**config.mk**
```make
export PLATFORM = sky130hd
export DESIGN_NAME = pulse_command_input_setup
export DESIGN_NICKNAME = d
export VERILOG_FILES = /design/src/hw/pulse_setup_pkg.sv /design/src/hw/step_decode.sv /design/src/hw/pulse_command_input_setup.sv
export SDC_FILE = /design/constraint.sdc
export NUM_CORES = 1
export LEC_CHECK = 0
export ABC_AREA = 1
export BUFFER_PORTS_ARGS = -buffer_cell sky130_fd_sc_hd__buf_2
export CAP_MARGIN = 10
export CELL_PAD_IN_SITES_DETAIL_PLACEMENT = 0
export CELL_PAD_IN_SITES_GLOBAL_PLACEMENT = 1
export CORE_ASPECT_RATIO = 0.75
export CORE_UTILIZATION = 43
export CTS_BUF_LIST = sky130_fd_sc_hd__clkbuf_8
export DETAILED_ROUTE_END_ITERATION = 16
export PLACE_DENSITY_LB_ADDON = 0.15
export SETUP_SLACK_MARGIN = 0.02
export SLEW_MARGIN = 20
export SYNTH_ARGS = -nofsm -noshare
export SYNTH_HDL_FRONTEND = slang
export SYNTH_SLANG_ARGS = --single-unit
```
**constraint.sdc**
```tcl
create_clock -name clk -period 2.8 [get_ports clk]
set_input_delay 0.14 -clock clk [delete_from_list [all_inputs] [get_ports clk]]
set_output_delay 0.14 -clock clk [all_outputs]
set_load 0.01 [all_outputs]
```
**src/hw/pulse_setup_pkg.sv**
```systemverilog
package pulse_setup_pkg;

  // Clock and time base
  localparam int CLK_HZ = 20_000_000;
  localparam int MS_PER_S = 1000;
  localparam int MS_CYCLES_DEF = CLK_HZ / MS_PER_S;
  localparam int POWERUP_TIME_MS = 2000;

  // Register bus widths
  localparam int ADDR_W = 8;
  localparam int DATA_W = 32;

  // Register byte offsets
  localparam logic [7:0] OFS_CONFIG = 8'h00;
  localparam logic [7:0] OFS_RESOLUTION = 8'h04;
  localparam logic [7:0] OFS_ACCEL = 8'h08;
  localparam logic [7:0] OFS_SETTLE = 8'h0C;
  localparam logic [7:0] OFS_STATUS = 8'h10;
  localparam logic [7:0] OFS_MASK = 8'h14;
  localparam logic [7:0] OFS_STATE = 8'h18;
  localparam logic [7:0] OFS_POSITION = 8'h1C;
  localparam logic [7:0] OFS_CONTROL = 8'h20;

  // Event bits in status and mask
  localparam int EV_W = 4;
  localparam int EV_VALID = 0;
  localparam int EV_ALARM = 1;
  localparam int EV_INPOS = 2;
  localparam int EV_SERVO = 3;

  // Control bits
  localparam int CTL_ALARM_CLR = 0;

  // Selector fields and reset values
  localparam logic [3:0] SEL_DEFAULT = 4'h0;
  localparam int SEL_RES_LSB = 0;
  localparam int SEL_TYPE_BIT = 3;
  localparam int SEL_POL_BIT = 2;
  localparam int SMOOTH_LAST = 7;
  localparam int FAULT_N = 3;
  localparam int POS_W = 16;
  localparam int MS_W = 11;

  // Resolution per revolution
  function automatic logic [13:0] resolution(input logic [1:0] code);
    unique case (code)
      2'h0: resolution = 14'd1000;
      2'h1: resolution = 14'd2500;
      2'h2: resolution = 14'd5000;
      2'h3: resolution = 14'd10000;
    endcase
  endfunction : resolution

  // Acceleration time in ms per smoothing step
  function automatic logic [7:0] accel_ms(input logic [2:0] code);
    unique case (code)
      3'h0: accel_ms = 8'd45;
      3'h1: accel_ms = 8'd50;
      3'h2: accel_ms = 8'd60;
      3'h3: accel_ms = 8'd65;
      3'h4: accel_ms = 8'd70;
      3'h5: accel_ms = 8'd80;
      3'h6: accel_ms = 8'd85;
      3'h7: accel_ms = 8'd170;
    endcase
  endfunction : accel_ms

  // Shortest settling time in ms per smoothing step
  function automatic logic [10:0] settle_ms(input logic [2:0] code);
    unique case (code)
      3'h0: settle_ms = 11'd100;
      3'h1: settle_ms = 11'd110;
      3'h2: settle_ms = 11'd130;
      3'h3: settle_ms = 11'd150;
      3'h4: settle_ms = 11'd170;
      3'h5: settle_ms = 11'd200;
      3'h6: settle_ms = 11'd250;
      3'h7: settle_ms = 11'd500;
    endcase
  endfunction : settle_ms

endpackage : pulse_setup_pkg

```
**src/hw/step_decode.sv**
```systemverilog
`timescale 1ns/10ps
`default_nettype none
// Turns the two command pins into forward and reverse step pulses
module step_decode (
  // Clock and reset
  input wire logic clk,
  input wire logic arst_n,
  // Format: 0 two pulse lines, 1 step plus direction; 1 active low
  input wire logic step_dir_mode,
  input wire logic active_low,
  // Command pins
  input wire logic pin_a,
  input wire logic pin_b,
  // One-cycle step pulses
  output var logic fwd_step,
  output var logic rev_step
);

  logic act_a;
  logic act_b;
  logic prev_a_r;
  logic prev_b_r;
  logic edge_a;
  logic edge_b;

  // Apply the selected polarity to both pins
  assign act_a = pin_a ^ active_low;
  assign act_b = pin_b ^ active_low;
  assign edge_a = act_a & ~prev_a_r;
  assign edge_b = act_b & ~prev_b_r;

  // Remember the last active levels; start as active so no false edge
  always_ff @(posedge clk or negedge arst_n)
  begin
    if (!arst_n)
    begin
      prev_a_r <= 1'b1;
      prev_b_r <= 1'b1;
    end
    else
    begin
      prev_a_r <= act_a;
      prev_b_r <= act_b;
    end
  end

  // Pulse pair, or step pin with direction level on the second pin
  always_ff @(posedge clk or negedge arst_n)
  begin
    if (!arst_n)
    begin
      fwd_step <= 1'b0;
      rev_step <= 1'b0;
    end
    else if (step_dir_mode)
    begin
      fwd_step <= edge_a & act_b;
      rev_step <= edge_a & ~act_b;
    end
    else
    begin
      fwd_step <= edge_a;
      rev_step <= edge_b;
    end
  end

endmodule : step_decode
`default_nettype wire

```
**src/hw/pulse_command_input_setup.sv**
```systemverilog
// Our own choices: the plain strobed port and the register offsets.
`timescale 1ns/10ps
`default_nettype none
module pulse_command_input_setup #(
  parameter int MS_CYCLES = pulse_setup_pkg::MS_CYCLES_DEF,
  parameter int POWERUP_MS = pulse_setup_pkg::POWERUP_TIME_MS
) (
  // Clock and reset
  input wire logic clk,
  input wire logic arst_n,
  // Front-panel selectors
  input wire logic [3:0] pulse_sel,
  input wire logic [3:0] smoothing_selector,
  // Command and sequence inputs
  input wire logic forward_pulse_input,
  input wire logic reverse_pulse_input,
  input wire logic run_cmd,
  input wire logic [pulse_setup_pkg::FAULT_N-1:0] fault_detect,
  // Register bus
  input wire logic [pulse_setup_pkg::ADDR_W-1:0] addr,
  input wire logic [pulse_setup_pkg::DATA_W-1:0] wdata,
  input wire logic wr_stb,
  input wire logic rd_stb,
  output var logic [pulse_setup_pkg::DATA_W-1:0] rdata,
  // Status outputs
  output var logic fault_output,
  output var logic indicator_orange,
  output var logic indicator_green,
  output var logic [pulse_setup_pkg::FAULT_N-1:0] fault_indicators,
  output var logic servo_on,
  output var logic fwd_step,
  output var logic rev_step,
  output var logic in_position,
  output var logic irq
);

  localparam int PRE_W = 16;
  localparam int EV_W = pulse_setup_pkg::EV_W;
  localparam int MS_W = pulse_setup_pkg::MS_W;
  localparam int POS_W = pulse_setup_pkg::POS_W;
  localparam int FAULT_N_L = pulse_setup_pkg::FAULT_N;

  // Elaboration checks
  if (MS_CYCLES < 1 || MS_CYCLES >= (1 << PRE_W))
  begin : g_bad_ms
    $error("MS_CYCLES out of range");
  end
  if (POWERUP_MS < 1 || POWERUP_MS >= (1 << MS_W))
  begin : g_bad_pu
    $error("POWERUP_MS out of range");
  end

  typedef enum logic [1:0] {
    PWR_SAMPLE = 2'b00,
    PWR_WAIT = 2'b01,
    PWR_READY = 2'b10
  } pwr_state_type;

  pwr_state_type pwr_r;
  logic [3:0] pulse_cfg_r;
  logic [2:0] smooth_cfg_r;
  logic smooth_bad_r;
  logic [PRE_W-1:0] pre_r;
  logic ms_tick_r;
  logic [MS_W-1:0] pu_ms_r;
  logic [MS_W-1:0] settle_cnt_r;
  logic [FAULT_N_L-1:0] fault_lamp_r;
  logic run_armed_r;
  logic servo_r;
  logic fault_out_r;
  logic orange_r;
  logic green_r;
  logic fwd_r;
  logic rev_r;
  logic inpos_r;
  logic [POS_W-1:0] pos_r;
  logic [EV_W-1:0] status_r;
  logic [EV_W-1:0] mask_r;
  logic irq_r;
  logic [pulse_setup_pkg::DATA_W-1:0] rdata_r;
  logic dec_fwd;
  logic dec_rev;
  logic alarm;
  logic alarm_clr;
  logic servo_nxt;
  logic [EV_W-1:0] ev;
  logic [pulse_setup_pkg::DATA_W-1:0] rdata_nxt;

  // Step decoding with the captured format
  step_decode u_dec (
    .clk(clk),
    .arst_n(arst_n),
    .step_dir_mode(pulse_cfg_r[pulse_setup_pkg::SEL_TYPE_BIT]),
    .active_low(pulse_cfg_r[pulse_setup_pkg::SEL_POL_BIT]),
    .pin_a(forward_pulse_input),
    .pin_b(reverse_pulse_input),
    .fwd_step(dec_fwd),
    .rev_step(dec_rev)
  );

  // Power-up sequence: capture selectors, then wait for fault output
  always_ff @(posedge clk or negedge arst_n)
  begin
    if (!arst_n)
    begin
      pwr_r <= PWR_SAMPLE;
      pulse_cfg_r <= pulse_setup_pkg::SEL_DEFAULT;
      smooth_cfg_r <= 3'h0;
      smooth_bad_r <= 1'b0;
      pu_ms_r <= '0;
    end
    else
    begin
      unique case (pwr_r)
        PWR_SAMPLE:
        begin
          pulse_cfg_r <= pulse_sel;
          smooth_cfg_r <= smoothing_selector[2:0];
          if (smoothing_selector > 4'(pulse_setup_pkg::SMOOTH_LAST))
          begin
            smooth_cfg_r <= 3'h0;
            smooth_bad_r <= 1'b1;
          end
          pwr_r <= PWR_WAIT;
        end
        PWR_WAIT:
        begin
          if (ms_tick_r)
          begin
            pu_ms_r <= pu_ms_r + 1'b1;
            if (pu_ms_r == MS_W'(POWERUP_MS - 1))
            begin
              pwr_r <= PWR_READY;
            end
          end
        end
        PWR_READY:
        begin
          pwr_r <= PWR_READY;
        end
        default:
        begin
          pwr_r <= PWR_SAMPLE;
        end
      endcase
    end
  end

  // Millisecond time base
  always_ff @(posedge clk or negedge arst_n)
  begin
    if (!arst_n)
    begin
      pre_r <= '0;
      ms_tick_r <= 1'b0;
    end
    else if (pre_r == PRE_W'(MS_CYCLES - 1))
    begin
      pre_r <= '0;
      ms_tick_r <= 1'b1;
    end
    else
    begin
      pre_r <= pre_r + 1'b1;
      ms_tick_r <= 1'b0;
    end
  end

  // Fault lamps latch each cause; clear needs the cause gone
  assign alarm_clr = wr_stb && addr == pulse_setup_pkg::OFS_CONTROL &&
                     wdata[pulse_setup_pkg::CTL_ALARM_CLR];
  always_ff @(posedge clk or negedge arst_n)
  begin
    if (!arst_n)
    begin
      fault_lamp_r <= '0;
    end
    else if (alarm_clr)
    begin
      fault_lamp_r <= fault_detect;
    end
    else
    begin
      fault_lamp_r <= fault_lamp_r | fault_detect;
    end
  end
  assign alarm = |fault_lamp_r;

  // Run must be seen low once before the motor may be energised
  always_ff @(posedge clk or negedge arst_n)
  begin
    if (!arst_n)
    begin
      run_armed_r <= 1'b0;
    end
    else if (pwr_r == PWR_READY && !run_cmd)
    begin
      run_armed_r <= 1'b1;
    end
  end

  // Motor energise, lamps and fault output
  assign servo_nxt = run_cmd && run_armed_r && !alarm &&
                     pwr_r == PWR_READY;
  always_ff @(posedge clk or negedge arst_n)
  begin
    if (!arst_n)
    begin
      servo_r <= 1'b0;
      fault_out_r <= 1'b0;
      orange_r <= 1'b0;
      green_r <= 1'b0;
    end
    else
    begin
      servo_r <= servo_nxt;
      fault_out_r <= pwr_r == PWR_READY && !alarm;
      orange_r <= pwr_r == PWR_READY && !alarm && !servo_nxt;
      green_r <= servo_nxt;
    end
  end

  // Steps reach the output only while energised; position follows
  always_ff @(posedge clk or negedge arst_n)
  begin
    if (!arst_n)
    begin
      fwd_r <= 1'b0;
      rev_r <= 1'b0;
      pos_r <= '0;
    end
    else
    begin
      fwd_r <= dec_fwd && servo_r;
      rev_r <= dec_rev && servo_r;
      if (dec_fwd && servo_r)
      begin
        pos_r <= pos_r + 1'b1;
      end
      else if (dec_rev && servo_r)
      begin
        pos_r <= pos_r - 1'b1;
      end
    end
  end

  // Settling timer restarts on each step
  always_ff @(posedge clk or negedge arst_n)
  begin
    if (!arst_n)
    begin
      settle_cnt_r <= '0;
      inpos_r <= 1'b0;
    end
    else if (!servo_r || dec_fwd || dec_rev)
    begin
      settle_cnt_r <= '0;
      inpos_r <= 1'b0;
    end
    else if (!inpos_r && ms_tick_r)
    begin
      settle_cnt_r <= settle_cnt_r + 1'b1;
      if (settle_cnt_r ==
          pulse_setup_pkg::settle_ms(smooth_cfg_r) - 1'b1)
      begin
        inpos_r <= 1'b1;
      end
    end
  end

  // Events: ready, alarm, in position, energised
  assign ev[pulse_setup_pkg::EV_VALID] =
    pwr_r == PWR_WAIT && ms_tick_r && pu_ms_r == MS_W'(POWERUP_MS - 1);
  assign ev[pulse_setup_pkg::EV_ALARM] = |(fault_detect & ~fault_lamp_r);
  assign ev[pulse_setup_pkg::EV_INPOS] = inpos_r == 1'b0 && servo_r &&
    !dec_fwd && !dec_rev && ms_tick_r &&
    settle_cnt_r == pulse_setup_pkg::settle_ms(smooth_cfg_r) - 1'b1;
  assign ev[pulse_setup_pkg::EV_SERVO] = servo_nxt && !servo_r;

  // Sticky status, write one to clear; a new event wins over the clear
  always_ff @(posedge clk or negedge arst_n)
  begin
    if (!arst_n)
    begin
      status_r <= '0;
    end
    else if (wr_stb && addr == pulse_setup_pkg::OFS_STATUS)
    begin
      status_r <= (status_r & ~wdata[EV_W-1:0]) | ev;
    end
    else
    begin
      status_r <= status_r | ev;
    end
  end

  // Interrupt mask
  always_ff @(posedge clk or negedge arst_n)
  begin
    if (!arst_n)
    begin
      mask_r <= '0;
    end
    else if (wr_stb && addr == pulse_setup_pkg::OFS_MASK)
    begin
      mask_r <= wdata[EV_W-1:0];
    end
  end

  // Interrupt level from flip-flop
  always_ff @(posedge clk or negedge arst_n)
  begin
    if (!arst_n)
    begin
      irq_r <= 1'b0;
    end
    else
    begin
      irq_r <= |((status_r | ev) & mask_r);
    end
  end

  // Read multiplexer; unmapped offsets read zero
  always_comb
  begin
    rdata_nxt = '0;
    unique case (addr)
      pulse_setup_pkg::OFS_CONFIG:
      begin
        rdata_nxt[3:0] = pulse_cfg_r;
        rdata_nxt[6:4] = smooth_cfg_r;
        rdata_nxt[8] = smooth_bad_r;
      end
      pulse_setup_pkg::OFS_RESOLUTION:
      begin
        rdata_nxt[13:0] = pulse_setup_pkg::resolution(
          pulse_cfg_r[pulse_setup_pkg::SEL_RES_LSB +: 2]);
      end
      pulse_setup_pkg::OFS_ACCEL:
      begin
        rdata_nxt[7:0] = pulse_setup_pkg::accel_ms(smooth_cfg_r);
      end
      pulse_setup_pkg::OFS_SETTLE:
      begin
        rdata_nxt[MS_W-1:0] =
          pulse_setup_pkg::settle_ms(smooth_cfg_r);
      end
      pulse_setup_pkg::OFS_STATUS:
      begin
        rdata_nxt[EV_W-1:0] = status_r;
      end
      pulse_setup_pkg::OFS_MASK:
      begin
        rdata_nxt[EV_W-1:0] = mask_r;
      end
      pulse_setup_pkg::OFS_STATE:
      begin
        rdata_nxt[0] = servo_r;
        rdata_nxt[1] = fault_out_r;
        rdata_nxt[2] = inpos_r;
        rdata_nxt[5:3] = fault_lamp_r;
        rdata_nxt[6] = run_armed_r;
      end
      pulse_setup_pkg::OFS_POSITION:
      begin
        rdata_nxt[POS_W-1:0] = pos_r;
      end
      default:
      begin
        rdata_nxt = '0;
      end
    endcase
  end

  // Read data one cycle after the strobe, zero otherwise
  always_ff @(posedge clk or negedge arst_n)
  begin
    if (!arst_n)
    begin
      rdata_r <= '0;
    end
    else if (rd_stb)
    begin
      rdata_r <= rdata_nxt;
    end
    else
    begin
      rdata_r <= '0;
    end
  end

  // Output drive
  assign rdata = rdata_r;
  assign fault_output = fault_out_r;
  assign indicator_orange = orange_r;
  assign indicator_green = green_r;
  assign fault_indicators = fault_lamp_r;
  assign servo_on = servo_r;
  assign fwd_step = fwd_r;
  assign rev_step = rev_r;
  assign in_position = inpos_r;
  assign irq = irq_r;

endmodule : pulse_command_input_setup
`default_nettype wire

```
Word level (Yosys, flattened, before mapping)
Memory sizes are Yosys's and may differ from the RTL's.
Index checks and enable logic that the tools add are counted.

word-level totals
  ROM bits = 256
  memories = 4
  input port bits = 58
  output and inout port bits = 43
  flip-flop bits (word level) = 120

operators by class
  mux-type cells = 28
  bitwise operators = 18
  add/sub/neg operators = 7
  reduce and logical (&&, ||, !) cells = 43
  $lt $le $gt $ge = 1
  eq/ne operators = 19

memory list
  name             words  bits a word  read ports  clocked after memory_dff  write ports  RTL line               RTL
  (no name shown)  8      8            1           0                         0            pulse_setup_pkg.sv:70  unique case (code)
  (no name shown)  8      8            1           0                         0            pulse_setup_pkg.sv:70
  (no name shown)  8      8            1           0                         0            pulse_setup_pkg.sv:56  unique case (code)
  (no name shown)  8      8            1           0                         0            pulse_setup_pkg.sv:70

operators by type and width
  operator                 number
  $mux W16                 4
  $pmux W14 S4             1
  $mux W11                 4
  $add A16 B1 Y16 const B  2
  $eq A8 B5 Y1 const B     4
  $pmux W4 S8              1
  $add A11 B1 Y11 const B  2
  $eq A11 B11 Y1           2
  $sub A11 B1 Y11 const B  2
  $logic_and A1 B1 Y1      21
  $pmux W3 S6              1
  $eq A16 B15 Y1 const B   1
  $eq A8 B4 Y1 const B     2
  $sub A16 B1 Y16 const B  1
  $pmux W2 S3              2
  $eq A11 B11 Y1 const B   1
  $and A4 B4 Y4            2
  $eq A8 B3 Y1 const B     1
  $eq A8 B6 Y1 const B     1
  $logic_not A8 Y1         1
  $or A4 B4 Y4             2
  $pmux W1 S4              2
  $reduce_and A2 Y1        4
  $logic_not A1 Y1         7
  21 further kinds         45

Depth between registers and ports, before layout
Gate-level depths: netlist of run 1.

  word-level depth = 9
  gate-level depth with buffers = 18
  depth with buffers taken out = 18

By module
From an unflattened synthesis of run 1, not the netlist that was laid out.

unflattened totals
  cells, all modules = 785
  area total of the unflattened synthesis = 6,138.4 um^2

modules (own cells, without submodules)
  module                     area an instance (um^2)  instances  cells an instance
  pulse_command_input_setup  5,940.7                  1          763
  step_decode                197.7                    1          22

Worst setup path after synthesis of run 1
Ideal clock, no wire load.

  path kind = register to register
  start = reg indicator_green (netlist name)
  end = reg pos_r[14]
  required time = 2.682 ns
  setup slack = 0.600 ns
  stages on the path, launching flop included = 11
  clock period less this slack = 2.200 ns
  setup time = 0.118 ns
  path buffers = 0
  data arrival time = 2.082 ns
  cells stage by stage = dfrtp_1 -> nand2_1 -> ha_1 -> a21oi_1 -> nand2_1 -> a21oi_1 -> inv_1 -> nand3_1 -> nand3b_1 -> nand3_1 -> nand2_1

RTL lines
  what                    RTL line                          RTL
  end signal: assignment  pulse_command_input_setup.sv:238  pos_r <= pos_r + 1'b1;
  end signal: assignment  pulse_command_input_setup.sv:242  pos_r <= pos_r - 1'b1;
  end: declaration        pulse_command_input_setup.sv:76   logic [POS_W-1:0] pos_r;

Worst setup path in the final report of run 1
  start = reg smooth_cfg_r[0]
  end = reg irq_r, in the netlist irq

between the ends
  cells in the longest elaborated chain, start to end = 7

ends and longest elaborated chain
  what                      RTL line                          RTL
  start: declaration        pulse_command_input_setup.sv:61   logic [2:0] smooth_cfg_r;
  start signal: assignment  pulse_command_input_setup.sv:118  smooth_cfg_r <= smoothing_selector[2:0];
  $mem_v2 Z8 W8             --
  $sub A11 B1 Y11           pulse_command_input_setup.sv:277  settle_cnt_r == pulse_setup_pkg::settle_ms(smooth_cfg_r) - 1'b1;
  $eq A11 B11 Y1            pulse_command_input_setup.sv:277
  $logic_and A1 B1 Y1       pulse_command_input_setup.sv:276  !dec_fwd && !dec_rev && ms_tick_r &&
  $or A4 B4 Y4              pulse_command_input_setup.sv:319  irq_r <= |((status_r | ev) & mask_r);
  $and A4 B4 Y4             pulse_command_input_setup.sv:319
  $reduce_or A4 Y1          pulse_command_input_setup.sv:319
  end signal: assignment    pulse_command_input_setup.sv:319
  end: declaration          pulse_command_input_setup.sv:79   logic irq_r;

Every way passes these cells.
A chain may end at the register's enable or synchronous reset.

==> metrics, run 1 <==
status=finished clean; largest family of logic cells by synthesized area=simple AND/OR/NAND/NOR gates; Die Wd=139.6 um; maximum fanout along the worst path=8; final core utilization=approximately 50%; Max-cap violations=0; # setup viols final=0; skew final=approximately 15 ps; adder-cell share of the synthesized area=under 10%; Seq/Total Area, Yosys=between 40% and 50%; Rows=37; Hold Slack=between 15 and 20 ps; simple-gate share of the synthesized area=between 20% and 30%; Starting Density=between 40% and 50%; vias in the first global route=~5,100; initial drt markers=430; internal power=approximately 2000 uW; flops & latches, synth=around 100; Fin Setup TNS=0 ps; Psw=713.2 uW; Die Area=approximately 0.015 mm^2; Pre-Repair DR Iteration Count=5; Clock power frac=34.5%; YS warnings=0; total track usage=22.46%; H-tree depth=3; remaining antenna violation count=0; Hold WC Path Type=input port to flip-flop; Final Hold Fails=0; Layout Area Growth over Synthesis=12.78%; Nets=954; Setup crit start kind=flip-flop; vias per cell=approximately 5.1; sequential cell area=0.002605 mm^2; Final period util=between 80% and 90%; CP Class=flip-flop to flip-flop; post-detailed-route wirelength per cell=around 15 um; multi-input logic area=~0.0030 mm^2; fin cells=between 1,000 and 1,500; most frequent cells in the layout=nand2_1, inv_1, dfrtp_1; latest clock arrival within the worst-skew pair=390 ps; drt drc=0; clock slew at reported path FFs=110 ps; Final Max Tran Viols=0; Most used DFF post-synth=dfrtp_1; first-pass GRT wire length=~26 mm; diode count=0; pin count of the biggest net entering global routing=62; RSZ-0062 raised after global routing=false; P_leak=about 0.0036 uW; Arr. time, crit path=between 2000 and 3000 ps; CTS buffer count=9; CP Capture Type=flip-flop; pwr dens=387.5 mW/mm^2; syn avg cell area=~7.7 um^2; largest area contributor in the netlist=dfrtp_1; fraction of synthesized area in multiplexers=0%; Placed Cells=just over 1,000; filler instances=1,390; VDD IR max=0.2368 mV; Yosys top cell area share=a little over two fifths; Slew headroom=a little over half; final WL=15.37 mm; Switching Share=a little over a quarter; synthesized cell area=around 0.0061 mm^2; EDFF count, synth=0; CTS max path bufs=2; ys async rst share=100.0%; initial antenna violation count=0; clock root cell=clkbuf_8; Yosys cell types=40; height of the chip=between 100 and 150 um; gr ovfl total=0; Post-Synth XOR/XNOR Area=under 10%; Core Footprint=between 0.01 and 0.015 mm^2; total number of vias=roughly 5,300; fraction of the mapped netlist area in compound gates=approximately an eighth; combinational power share=just over 8%; CTS tree=done; GPL Wtd Cong=about 0.87; most common cell after layout, fill and taps aside=nand2_1; cells after synthesis=around 800; post-CTS setup buffer count=0; worst slew pin tran=695.4 ps; clk sink count=roughly 100; num ports=a little over 100; required time worst endpoint=around 3100 ps; post-DP HPWL=12.27 mm; Area contributors post-synth=dfrtp_1, nand2_1, inv_1; fin crit period=~2500 ps; Achievable Freq=403.3 MHz; IO Port Bufs=56; layout cells sized above 1=12.13%; part of the power in registers=57.4%
==> worst max-delay path, stage by stage, from the launching register on <==
cell and delay [ps]:
dfrtp_1 530, inv_1 190, ha_1 280, inv_1 100, nand2_1 90, nand2_1 70
inv_1 50, ha_1 310, inv_1 60, nand2_1 40, nand2_1 60, nand3_1 70
nor2_1 110, nand2_1 50, nor2_1 80, nand3_1 150, nand2_1 100, nand2_1 50
nand2_1 50
==> layout make-up <==
| cell class | instances | area share [%] |
|---|---|---|
| clock buffers | 10 | 1.998 |
| inverters | 115 | 6.303 |
| clock inverters | 6 | 0.7448 |
| well taps | 175 | 3.179 |
| repair buffers | 76 | 6.975 |
| flip-flops and latches | 104 | 37.82 |
| multi-input cells | 563 | 42.98 |
==> metal layers <==
metal / wire (um) / global-route usage, % / vias up / share of wire, %
met2: 6185 / 32.20 / 133 / 40
met4: 121 / 4.474 / 0 / 0.79
met1: 8336 / 34.96 / 2487 / 54
li1: - / - / 2691 / -
met5: 0 / 0 / - / 0
met3: 725 / 4.134 / 14 / 4.7
==> logic make-up (layout without fill, tap and decap cells) <==
kind of cell,count (synthesis),in the layout
xor gates and xnor gates,28,28
buffers and inverters,139,207
other,1,16
and+or+nand+nor,357,357
adders and majority gates,27,27
DFF,104,104
AOI/OAI and AO/OA,135,135
==> through the flow <==
step                      cell area (um^2)  total power, uW  setup slack [ps]
after floorplan                       6163             1688             600.4
after global placement                6559             1760             380.3
after detailed placement              6559             1764             341.4
after CTS                             6888             2698             321.0
after global routing                  6888             2793             27.19
final                                 6888             2669             320.4
==> power groups by stage <==
stage | registers, uW | clock network (uW) | logic, uW
after floorplan | 1560 | 0 | 128
after global placement | 1560 | 0 | 198
after detailed placement | 1560 | 0 | 201
after CTS | 1530 | 948 | 217
after global routing | 1540 | 1010 | 246
final | 1530 | 921 | 215
==> synthesized netlist by cell type, types with 3 or more instances <==
master,number
clkbuf_1,3
ha_1,26
o21bai_1,5
a21oi_1,46
nor2_1,73
nand2_2,3
dfrtp_1,102
nand2_1,179
a31oi_1,4
buf_4,19
xnor2_1,13
xor2_1,15
nand4_1,10
nor2_2,3
nor3_2,7
inv_2,6
nor4_1,4
o22ai_1,12
inv_1,108
o21ai_1,7
nand3_1,59
nor3_1,11
o21ai_0,52
==> timing repair <==
action | in CTS | in global routing
hold buffers | 14 | 0
hold endpoints to repair | 57 | 0
resized for setup | 0 | 0
==> flip-flops by register name, summed over array words and instances (netlist names), 2 cells and up <==
name and count:
pos_r 16, pre_r 16, rdata 16, pu_ms_r 11
settle_cnt_r 11, mask_r 4, pulse_cfg_r 4, status_r 4
fault_indicators 3, smooth_cfg_r 3, pwr_r 2
==> path summary, 6_finish.rpt <==
kind | start | endpoint | slack, ps | cells past startpoint
hold reg to reg | pre_r[0] | pre_r[0] | 460 | 1
setup / recovery | smooth_cfg_r[0] | irq | 320 | 18
max in group asynchronous | arst_n | u_dec.prev_a_r | 1750 | 3
hold / removal | smoothing_selector[2] | smooth_cfg_r[2] | 20 | 3
min in group asynchronous | arst_n | pre_r[6] | 280 | 2
setup reg to reg | smooth_cfg_r[0] | irq | 320 | 18
Note: power is estimated with default switching activity, not from simulation.
==> inputs of run 2 (changes only) <==
Settings changed: PLACE_DENSITY_LB_ADDON 0.15 to 0.1.
==> metrics, run 2 (synthesis gave the netlist of run 1 again) <==
status=finished clean; total number of vias=~5,300; diode count=0; VDD IR max=roughly 0.3 mV; total track usage=between 20% and 30%; worst r2r path cells=18; Achievable Freq=403.0 MHz; CTS tree=done; worst slew pin tran=693.7 ps; filler instances=between 1,000 and 1,500; Hold WC Path Type=input port to flip-flop; initial drt markers=~410; Rows=37; pwr dens=403.0 mW/mm^2; Die Area=0.01469 mm^2; Arr. time, crit path=2820 ps; clock root cell=clkbuf_8; post-detailed-route wirelength per cell=14.59 um; drt drc=0; clock slew at reported path FFs=100 ps; H-tree depth=3; P_leak=0.003601 uW; worst r2r dst=irq; CTS max path bufs=2; Final Max Tran Viols=0; Fin Setup TNS=0 ps; num ports=between 100 and 150; CP Capture Type=flip-flop; initial antenna violation count=0; sequential cell area=approximately 0.0026 mm^2; most frequent cells in the layout=nand2_1, inv_1, dfrtp_1; layout cells sized above 1=a little under an eighth; CP Launch Point=smooth_cfg_r[0]; Core Footprint=0.01380 mm^2; worst r2r src=smooth_cfg_r[0]; Slew headroom=~54%; Nets=955; post-DP HPWL=11.85 mm; gr ovfl total=0; RSZ-0062 raised after global routing=false; crit path to=irq; maximum fanout along the worst path=8; Die Wd=139.6 um; vias per cell=a little over 5; hold depth=3; Final Hold Fails=0; first-pass GRT wire length=about 25 mm; CP Class=flip-flop to flip-flop; Starting Density=between 40 and 50%; Layout Area Growth over Synthesis=13.28%; required time worst endpoint=3130 ps; final core utilization=about half; Pre-Repair DR Iteration Count=5; pin count of the biggest net entering global routing=53; vias in the first global route=5,044; latest clock arrival within the worst-skew pair=about 400 ps; height of the chip=between 100 and 150 um; remaining antenna violation count=0; IO Port Bufs=56; skew final=21.24 ps; final WL=15.31 mm; multi-input logic area=0.002960 mm^2; Final period util=88.63%; GPL Wtd Cong=roughly 0.86; most common cell after layout, fill and taps aside=nand2_1; CTS buffer count=9; fin crit period=2482 ps; # setup viols final=0; FF-to-FF setup slack=320 ps; Setup crit start kind=flip-flop; Max-cap violations=0; clk sink count=104
-- run 2: changes by cell type in the layout (fill, tap and decap cells not counted), sizes merged --
cell,delta
bufinv,+2
clkinvlp,-2
clkbuf,-1
clkinv,-1
dlygate4sd3,+1
inv,+1
-- run 2: critical path, cell delays in order (launching register included) --
cell	delay, ps
dfrtp_1	530
inv_1	190
ha_1	280
inv_1	110
nand2_1	80
nand2_1	60
inv_1	60
ha_1	300
inv_1	60
nand2_1	40
nand2_1	60
nand3_1	70
nor2_1	100
nand2_1	60
nor2_1	80
nand3_1	160
nand2_1	100
nand2_1	50
nand2_1	50
-- run 2: timing repair --
item                      in CTS  in global routing
hold buffers                  15                  0
buffers inserted               0                  0
hold endpoints to repair      63                  0
gates resized for setup        0                  0
-- run 2: final cells by class --
type | count | share of cell area [%]
clock buffers | 9 | 1.791
inverters | 115 | 6.276
repair buffers | 77 | 7.090
well taps | 175 | 3.165
flip-flops and latches | 104 | 37.66
clock inverters | 6 | 1.230
multi-input cells | 563 | 42.79
-- run 2: power by group --
part	leakage [uW]	switching, uW	total (uW)	internal, uW
Sequential	0.00135	14.2	1540	1520
Clock	0.000113	534	1030	500
Combinational	0.00214	144	219	74.4
Total	0.00360	692	2790	2100
-- run 2: worst min path at each step --
stage / slack [ps] / start / endpoint
after floorplan: -160 / arst_n / fault_indicators[0]
after global placement: 230 / arst_n / settle_cnt_r[7]
after detailed placement: 230 / arst_n / settle_cnt_r[7]
after CTS: 4 / smoothing_selector[1] / smooth_cfg_r[1]
after global routing: 10 / smoothing_selector[0] / smooth_cfg_r[0]
final: 10 / smoothing_selector[1] / smooth_cfg_r[1]
-- run 2: through the flow --
step	instance area, um^2	instances	total power (uW)	hold WS, ps	setup WS, ps
6_report	6918	1049	2788	10.90	318.3
5_1_grt	6918	1049	2924	11.59	89.80
4_1_cts	6918	1049	2830	3.801	336.0
3_5_place_dp	6559	1019	1768	230.6	354.1
3_3_place_gp	6559	1019	1765	225.7	415.6
2_1_floorplan	6163	806	1688	-155.6	600.4
-- run 2: per-layer routing --
layer | part of all wire (%) | routed length (um) | track usage (%)
met3 | 3.8 | 587 | 4.225
met5 | 0 | 0 | 0
met1 | 54 | 8214 | 33.33
met2 | 41 | 6328 | 32.70
met4 | 1.1 | 176 | 5.651
